===== src/iwd_pkg.sv =====
// Shared constants for the indexed-port watchdog timer and its host port engine
package iwd_pkg;

  // I/O port pair
  localparam logic [7:0] IDX_PORT   = 8'h2E;
  localparam logic [7:0] DAT_PORT   = 8'h2F;
  localparam logic [7:0] KEY_UNLOCK = 8'h87;
  localparam logic [7:0] KEY_LOCK   = 8'hAA;
  localparam logic [7:0] RD_IDLE    = 8'hFF;

  // Watchdog register indexes
  localparam logic [7:0] REG_BANK   = 8'h07;
  localparam logic [7:0] BANK_WDT   = 8'h08;
  localparam logic [7:0] REG_FEN    = 8'h30;
  localparam logic [7:0] FEN_ON     = 8'h01;
  localparam logic [7:0] REG_UNIT   = 8'hF5;
  localparam logic [7:0] REG_COUNT  = 8'hF6;
  localparam logic [7:0] REG_CTRL   = 8'hF7;

  // Field positions and reset values
  localparam int unsigned UNIT_MIN_BIT = 3;
  localparam int unsigned CTRL_MS_BIT  = 7;
  localparam int unsigned CTRL_KB_BIT  = 6;
  localparam int unsigned CTRL_FRC_BIT = 5;
  localparam int unsigned CTRL_ST_BIT  = 4;
  localparam logic [7:0] UNIT_RST   = 8'h00;
  localparam logic [7:0] COUNT_RST  = 8'h00;
  localparam logic [7:0] BANK_RST   = 8'h00;

  // Timing
  localparam int unsigned CLK_PERIOD_NS = 10;
  localparam int unsigned UNIT_TIME_S   = 1;
  localparam int unsigned NS_PER_S      = 1_000_000_000;
  localparam int unsigned CYC_PER_SEC   = UNIT_TIME_S * NS_PER_S / CLK_PERIOD_NS;
  localparam int unsigned SEC_PER_MIN   = 60;
  localparam int unsigned MIN_W         = 6;

  // Host engine APB map
  localparam logic [11:0] HREG_CMD   = 12'h000;
  localparam logic [11:0] HREG_STAT  = 12'h004;
  localparam logic [11:0] HREG_ISTAT = 12'h008;
  localparam logic [11:0] HREG_IMASK = 12'h00C;
  localparam int unsigned CMD_DATA_LSB   = 0;
  localparam int unsigned CMD_ADDR_LSB   = 8;
  localparam int unsigned CMD_WE_BIT     = 16;
  localparam int unsigned STAT_BUSY_BIT  = 0;
  localparam int unsigned STAT_RDATA_LSB = 8;
  localparam int unsigned EV_DONE_BIT    = 0;
  localparam int unsigned EV_REF_BIT     = 1;
  localparam int unsigned EV_W           = 2;

  typedef enum logic [1:0] {
    LK_LOCKED = 2'b00,
    LK_HALF   = 2'b01,
    LK_OPEN   = 2'b11
  } iwd_lock_e;

  typedef enum logic {
    HS_IDLE = 1'b0,
    HS_WAIT = 1'b1
  } iwd_hst_e;

endpackage


===== src/iwd_if.sv =====
// Port-pair link between the host engine and the watchdog device
`timescale 1ns/1ps
`default_nettype none
interface iwd_if;
  logic       io_req;
  logic       io_we;
  logic [7:0] io_addr;
  logic [7:0] io_wdata;
  logic       io_ack;
  logic [7:0] io_rdata;

  modport dev (
    input  io_req,
    input  io_we,
    input  io_addr,
    input  io_wdata,
    output io_ack,
    output io_rdata
  );

  modport host (
    output io_req,
    output io_we,
    output io_addr,
    output io_wdata,
    input  io_ack,
    input  io_rdata
  );
endinterface
`default_nettype wire


===== src/iwd_device.sv =====
// Watchdog device end: keyed index/data port, bank select, countdown and status
// Functional notes
// - Index port selects register, data port accesses
// - Unlock key written twice opens configuration
// - Lock key on index closes configuration
// - Bank code selects watchdog register set
// - Writing one to enable activates; reset disabled
// - Unit bit three: seconds default, minutes
// - Count 1 to 255; zero stops timer
// - Any count write restarts from value
// - Expiry raises interrupt/reset signal
// - Control bit six lets keyboard restart
// - Control bit five forces timeout, self-clears
// - Control bit four reads timeout status
// - Control bit seven lets mouse restart
`timescale 1ns/1ps
`default_nettype none
module iwd_device #(
  parameter int unsigned CYC_PER_SEC = iwd_pkg::CYC_PER_SEC
) (
  input  wire logic pclk,
  input  wire logic presetn,
  iwd_if.dev        port,
  input  wire logic kbd_act,
  input  wire logic mouse_act,
  output logic      wdt_alarm
);

  localparam int unsigned PW = (CYC_PER_SEC > 1) ? $clog2(CYC_PER_SEC) : 1;
  localparam logic [PW-1:0] PRESC_LAST = PW'(CYC_PER_SEC - 1);
  localparam logic [iwd_pkg::MIN_W-1:0] MIN_LAST = iwd_pkg::MIN_W'(iwd_pkg::SEC_PER_MIN - 1);

  typedef struct packed {
    iwd_pkg::iwd_lock_e        lk;
    logic [7:0]                idx;
    logic [7:0]                bank;
    logic                      fen;
    logic [7:0]                unit;
    logic [7:0]                cnt_val;
    logic [7:0]                cnt;
    logic                      ms_en;
    logic                      kb_en;
    logic [3:0]                ctrl_lo;
    logic                      tout;
    logic [PW-1:0]             presc;
    logic [iwd_pkg::MIN_W-1:0] mins;
    logic                      ack;
    logic [7:0]                rdata;
  } iwd_dev_s;

  iwd_dev_s state_r;
  iwd_dev_s state_nxt;
  logic     take;
  logic     wdt_sel;
  logic     restart;
  logic     force_to;
  logic     clr_st;
  logic     kick;
  logic     expire;
  logic     unit_tick;

  localparam iwd_dev_s DEV_RST = '{
    lk:      iwd_pkg::LK_LOCKED,
    idx:     8'h00,
    bank:    iwd_pkg::BANK_RST,
    fen:     1'b0,
    unit:    iwd_pkg::UNIT_RST,
    cnt_val: iwd_pkg::COUNT_RST,
    cnt:     iwd_pkg::COUNT_RST,
    ms_en:   1'b0,
    kb_en:   1'b0,
    ctrl_lo: 4'h0,
    tout:    1'b0,
    presc:   '0,
    mins:    '0,
    ack:     1'b0,
    rdata:   iwd_pkg::RD_IDLE
  };

  always_comb begin
    state_nxt = state_r;
    state_nxt.ack = 1'b0;
    take      = port.io_req && !state_r.ack;
    wdt_sel   = (state_r.bank == iwd_pkg::BANK_WDT);
    restart   = 1'b0;
    force_to  = 1'b0;
    clr_st    = 1'b0;
    expire    = 1'b0;
    unit_tick = 1'b0;
    kick      = (kbd_act && state_r.kb_en) || (mouse_act && state_r.ms_en);

    // Host access: one acknowledge per request, a cycle after it is seen
    if (take) begin
      state_nxt.ack   = 1'b1;
      state_nxt.rdata = iwd_pkg::RD_IDLE;
      if (port.io_addr == iwd_pkg::IDX_PORT) begin
        if (port.io_we) begin
          unique case (state_r.lk)
            iwd_pkg::LK_LOCKED: begin
              if (port.io_wdata == iwd_pkg::KEY_UNLOCK) begin
                state_nxt.lk = iwd_pkg::LK_HALF;
              end
            end
            iwd_pkg::LK_HALF: begin
              // Second key must follow the first with nothing in between
              state_nxt.lk = (port.io_wdata == iwd_pkg::KEY_UNLOCK) ?
                             iwd_pkg::LK_OPEN : iwd_pkg::LK_LOCKED;
            end
            iwd_pkg::LK_OPEN: begin
              if (port.io_wdata == iwd_pkg::KEY_LOCK) begin
                state_nxt.lk = iwd_pkg::LK_LOCKED;
              end else begin
                state_nxt.idx = port.io_wdata;
              end
            end
          endcase
        end else begin
          if (state_r.lk == iwd_pkg::LK_HALF) begin
            state_nxt.lk = iwd_pkg::LK_LOCKED;
          end
          if (state_r.lk == iwd_pkg::LK_OPEN) begin
            state_nxt.rdata = state_r.idx;
          end
        end
      end else begin
        if (state_r.lk == iwd_pkg::LK_HALF) begin
          state_nxt.lk = iwd_pkg::LK_LOCKED;
        end
        // Locked data port reads idle high and drops writes
        if (port.io_addr == iwd_pkg::DAT_PORT && state_r.lk == iwd_pkg::LK_OPEN) begin
          if (port.io_we) begin
            if (state_r.idx == iwd_pkg::REG_BANK) begin
              state_nxt.bank = port.io_wdata;
            end else if (wdt_sel) begin
              unique case (state_r.idx)
                iwd_pkg::REG_FEN: begin
                  state_nxt.fen = (port.io_wdata == iwd_pkg::FEN_ON);
                end
                iwd_pkg::REG_UNIT: begin
                  state_nxt.unit = port.io_wdata;
                end
                iwd_pkg::REG_COUNT: begin
                  state_nxt.cnt_val = port.io_wdata;
                  restart = 1'b1;
                end
                iwd_pkg::REG_CTRL: begin
                  state_nxt.ms_en   = port.io_wdata[iwd_pkg::CTRL_MS_BIT];
                  state_nxt.kb_en   = port.io_wdata[iwd_pkg::CTRL_KB_BIT];
                  force_to          = port.io_wdata[iwd_pkg::CTRL_FRC_BIT];
                  clr_st            = port.io_wdata[iwd_pkg::CTRL_ST_BIT];
                  state_nxt.ctrl_lo = port.io_wdata[3:0];
                end
                default: begin
                end
              endcase
            end
          end else begin
            if (state_r.idx == iwd_pkg::REG_BANK) begin
              state_nxt.rdata = state_r.bank;
            end else if (wdt_sel) begin
              unique case (state_r.idx)
                iwd_pkg::REG_FEN: begin
                  state_nxt.rdata = {7'h00, state_r.fen};
                end
                iwd_pkg::REG_UNIT: begin
                  state_nxt.rdata = state_r.unit;
                end
                iwd_pkg::REG_COUNT: begin
                  state_nxt.rdata = state_r.cnt;
                end
                iwd_pkg::REG_CTRL: begin
                  // Force bit always reads back as zero
                  state_nxt.rdata = {state_r.ms_en, state_r.kb_en, 1'b0, state_r.tout,
                                     state_r.ctrl_lo};
                end
                default: begin
                end
              endcase
            end
          end
        end
      end
    end

    // Countdown: prescaler restarts with each reload so a period is never short
    if (restart) begin
      state_nxt.cnt   = port.io_wdata;
      state_nxt.presc = '0;
      state_nxt.mins  = '0;
    end else if (kick) begin
      state_nxt.cnt   = state_r.cnt_val;
      state_nxt.presc = '0;
      state_nxt.mins  = '0;
    end else if (state_r.fen && state_r.cnt != iwd_pkg::COUNT_RST) begin
      if (state_r.presc == PRESC_LAST) begin
        state_nxt.presc = '0;
        if (!state_r.unit[iwd_pkg::UNIT_MIN_BIT] || state_r.mins == MIN_LAST) begin
          state_nxt.mins = '0;
          unit_tick      = 1'b1;
        end else begin
          state_nxt.mins = state_r.mins + 1'b1;
        end
      end else begin
        state_nxt.presc = state_r.presc + 1'b1;
      end
    end

    if (unit_tick) begin
      state_nxt.cnt = state_r.cnt - 8'h01;
      expire        = (state_r.cnt == 8'h01);
    end

    // Set wins over a clear arriving in the same cycle
    if (clr_st) begin
      state_nxt.tout = 1'b0;
    end
    if (expire || force_to) begin
      state_nxt.tout = 1'b1;
    end
  end

  always_ff @(posedge pclk or negedge presetn) begin
    if (!presetn) begin
      state_r <= DEV_RST;
    end else begin
      state_r <= state_nxt;
    end
  end

  assign port.io_ack   = state_r.ack;
  assign port.io_rdata = state_r.rdata;
  assign wdt_alarm     = state_r.tout;

endmodule
`default_nettype wire


===== src/flat_wrapper.sv =====
// flat-port wrapper written by rule: the top's interface ports become plain ports
module iwd_device_flat 
#(
  parameter int unsigned CYC_PER_SEC = iwd_pkg::CYC_PER_SEC
)
  (pclk, presetn, kbd_act, mouse_act, wdt_alarm, port_io_req, port_io_we, port_io_addr, port_io_wdata, port_io_ack, port_io_rdata);
  iwd_if port_i ();
  input  wire logic pclk;
  input  wire logic presetn;
  input  wire logic kbd_act;
  input  wire logic mouse_act;
  output logic wdt_alarm;
  input wire logic [$bits(port_i.io_req)-1:0] port_io_req;
  input wire logic [$bits(port_i.io_we)-1:0] port_io_we;
  input wire logic [$bits(port_i.io_addr)-1:0] port_io_addr;
  input wire logic [$bits(port_i.io_wdata)-1:0] port_io_wdata;
  output wire logic [$bits(port_i.io_ack)-1:0] port_io_ack;
  output wire logic [$bits(port_i.io_rdata)-1:0] port_io_rdata;
  assign port_i.io_req = port_io_req;
  assign port_i.io_we = port_io_we;
  assign port_i.io_addr = port_io_addr;
  assign port_i.io_wdata = port_io_wdata;
  assign port_io_ack = port_i.io_ack;
  assign port_io_rdata = port_i.io_rdata;
  iwd_device #(.CYC_PER_SEC(CYC_PER_SEC)) u_core (.pclk(pclk), .presetn(presetn), .port(port_i), .kbd_act(kbd_act), .mouse_act(mouse_act), .wdt_alarm(wdt_alarm));
endmodule

===== config.mk =====
export PLATFORM = sky130hd
export DESIGN_NAME = iwd_device_flat
export DESIGN_NICKNAME = d
export VERILOG_FILES = /design/src/iwd_pkg.sv /design/src/iwd_if.sv /design/src/iwd_device.sv /design/src/flat_wrapper.sv
export SDC_FILE = /design/constraint.sdc
export NUM_CORES = 1
export LEC_CHECK = 0
export BUFFER_PORTS_ARGS = -buffer_cell sky130_fd_sc_hd__buf_2
export CELL_PAD_IN_SITES_DETAIL_PLACEMENT = 1
export CELL_PAD_IN_SITES_GLOBAL_PLACEMENT = 1
export CORE_MARGIN = 2
export CORE_UTILIZATION = 31
export CTS_CLUSTER_DIAMETER = 100
export DETAILED_ROUTE_END_ITERATION = 12
export PLACE_DENSITY = 0.55
export SETUP_SLACK_MARGIN = 0.05
export SYNTH_ARGS = -nofsm -noshare
export SYNTH_HDL_FRONTEND = slang
export SYNTH_SLANG_ARGS = --single-unit

===== constraint.sdc =====
create_clock -name pclk -period 2.3 [get_ports pclk]
set_input_delay 0.345 -clock pclk [delete_from_list [all_inputs] [get_ports pclk]]
set_output_delay 0.345 -clock pclk [all_outputs]
set_load 0.005 [all_outputs]

==> results by group <==
Outcome
  • Outcome: completed

Floorplan
  • Die area: 0.0182 sq mm
  • Row count: 47
  • I/O Pins: 32
  • Die Span Y: 135 um
  • Initial Utilization: 0.319
  • Core region area: 0.0166 sq mm
  • Die width: 135 um

Finish
  • Fin nets: 624
  • Number of diodes: 0
  • Filler cells: 1917
  • Synthesis-to-layout area growth: 16.9%
  • Most common cell after layout, fill and taps aside: dfrtp_1
  • Most frequent cells in the layout: 84 x dfrtp_1, 53 x nand2_1, 44 x nor2_1, 40 x buf_4, 39 x o21ai_0
  • Share of cells above drive strength 1: 0.259
  • Final Cell Area: 0.00620 sq mm

Clock tree
  • CTS sink count: 92
  • CTS clk-pin slew, worst paths: 0.07 ns
  • CTS tree: yes
  • Clock latency on the worst-skew pair: 0.36 ns
  • # Post-CTS Setup Buffers: 0
  • Clock Tree Root: clkbuf_16
  • H-tree depth: 3
  • Clock Tree Buf Depth: 2
  • Inserted Clock Buffers: 9

Critical path
  • Worst setup startpoint: u_core.state_r[16]
  • Worst Setup Start Kind: register
  • Critical path capture point: u_core.state_r[54]
  • R2R depth: 8
  • Critical Path RT: 2.57 ns
  • Reg-to-Reg End: u_core.state_r[54]
  • Reg2reg start: u_core.state_r[16]
  • Crit Path Max Fanout: 5
  • Kind of critical path: register to register
  • Crit path capture type: register
  • R2r setup slk: 0.17 ns
  • CP Data Arrival Time: 2.40 ns

Power
  • Power per standard cell area: 544 mW/mm^2
  • VDD IR max: 0.000325 V
  • Leakage: 2.70 nW

Synth
  • Syn_nets: 569
  • Top_reg_cell synth: dfrtp_1
  • Yosys Warn Count: 0
  • Number of distinct library cells after synthesis: 75
  • Avg Cell Area, Syn: 9.78 sq um
  • Post-synth EDFFs: 0
  • Post-synthesis sequential area ratio: 0.436
  • Most area-hungry cell type in the Yosys netlist: dfrtp_1
  • Post-synthesis sequential element count: 92
  • Yosys top cell area share: 0.397
  • Cells after Synth: 542
  • Post-Syn Area: 0.00530 sq mm
  • Largest cells by area after synthesis: dfrtp_1 40%, mux2_2 6.6%, dfstp_2 4.0%, nand2_1 3.8%, o21ai_0 3.7%
  • FFs w/ async S/R, synth: 1.00

Timing
  • Final min period: 2.13 ns
  • Total Negative Setup Slacks: 0 ns
  • Period utilisation layout: 0.926
  • Fmax: 470 MHz
  • Final Hold Fails: 0
  • Slew HR: 0.617
  • RSZ-0062 raised after global routing: no
  • Worst-margin pin slew: 0.575 ns
  • Clk_skew: 0.0112 ns
  • Max Slew Vio Count: 0
  • Final setup fails: 0

Detailed routing
  • Met2 wire len: 7560 um
  • Drt drc: 0
  • DRT Pass-1 Iters: 4
  • Top sig layer: met4
  • Detailed Route WL: 16300 um
  • Via count: 4465
  • Metal-1 WL: 7880 um
  • Wirelength per Cell: 19.8 um
  • Post-DRT Antenna Nets: 0
  • Vias/cell: 5.43
  • Starting DRC count in detailed routing: 197
  • Routed met3 length: 562 um

Place
  • HPWL Detailed: 12000 um
  • Final Wtd Congestion: 0.852
  • Dpl cell area: 0.00588 sq mm
  • Port buffer count: 31

Global routing
  • GRT overflow: 0
  • Pin count of the biggest net entering global routing: 38
  • Vias in the first global route: 4649
  • Total global-route track usage: 0.188
  • Initial antenna violation count: 0
  • First-pass GRT wire length: 26300 um

Hold path
  • Worst min path class: primary input to register

Job
  • MaxCap Viol Count: 0
## registers in the layout, summed over array words and instances (netlist names)
signal,cells
u_core.port.io_rdata,8
u_core.state_r,82
u_core.port.io_ack,1
u_core.wdt_alarm,1
## repair_timing
| item | CTS | global route |
|---|---|---|
| endpoints found under the hold margin | 17 | 0 |
| setup endpoints to repair | 0 | 2 |
| hold buffers | 1 | 0 |
| gates resized for setup | 0 | 1 |
## worst max-delay path, cell delays in order (launching register included)
cell and delay, ns:
dfrtp_1 0.39, ha_1 0.24, and4_2 0.31, buf_4 0.14, nand2_1 0.11, nor4_2 0.34, buf_4 0.21, nand4b_1 0.12
a31oi_1 0.20
## per-stage QoR
stage / std cells / setup slack, ns / power (mW) / hold slack, ns / utilization
6_report: 822 / 0.171 / 3.37 / 0.294 / 0.372
2_1_floorplan: 542 / 0.361 / 1.74 / 0.0494 / -
3_3_place_gp: 805 / 0.125 / 1.83 / 0.374 / 0.353
4_1_cts: 822 / 0.157 / 3.41 / 0.291 / 0.372
5_1_grt: 822 / 0.0513 / 3.49 / 0.299 / 0.372
3_5_place_dp: 805 / 0.105 / 1.84 / 0.379 / 0.353
## synthesized netlist by cell type (9+ instances only)
cell type and n:
or3_1 10, buf_4 9, buf_2 10, inv_1 10
nor3_1 12, mux2_2 31, o211ai_1 10, a22oi_1 10
o21ai_0 39, nand4_1 18, nand3_1 20, nand2_1 53
xor2_1 10, a21oi_1 26, dfrtp_1 84, nor2_1 44
## layout make-up
class	count	area, sq um	area share
clock buffer	12	256	0.0414
timing repair buffer	72	480	0.0775
sequential	92	2310	0.373
multi-input combinational	412	2790	0.450
clock inverter	4	47.5	0.00767
inverter	10	37.5	0.00606
tap	220	275	0.0444
## report_power, final
group	internal (mW)	total, mW	leakage, nW	switching, mW
clock	0.900	1.57	0.149	0.668
combinational	0.0507	0.153	1.42	0.103
sequential	1.64	1.65	1.13	0.00734
total	2.59	3.37	2.70	0.778
## worst min-delay path by stage
stage	slack, ns	endpoint	startpoint	cells after the start
2_1_floorplan	0.05	u_core.port.io_ack	presetn	0
6_report	0.29	u_core.wdt_alarm	port_io_wdata[5]	3
5_1_grt	0.30	u_core.state_r[85]	port_io_wdata[3]	2
4_1_cts	0.29	u_core.wdt_alarm	port_io_wdata[5]	3
3_5_place_dp	0.38	u_core.state_r[76]	presetn	1
3_3_place_gp	0.37	u_core.state_r[76]	presetn	1
## routing by layer
layer	track usage	vias up
met3	0.0244	16
met2	0.300	75
met4	0.0708	0
met5	0	-
met1	0.259	2240
li1	-	2134
## cell families (layout without fill, tap and decap cells)
logic type / after synthesis / after routing / synth area share
AND/OR/NAND/NOR: 232 / 232 / 0.259
AO/OA/AOI/OAI: 123 / 123 / 0.148
flip-flops: 92 / 92 / 0.436
multiplexers: 39 / 39 / 0.0847
buffers and inverters: 38 / 98 / 0.0385
XOR/XNOR: 13 / 13 / 0.0215
adder cells (fa/ha/maj): 5 / 5 / 0.0118
No activity file was read; power rests on OpenSTA's default activity.
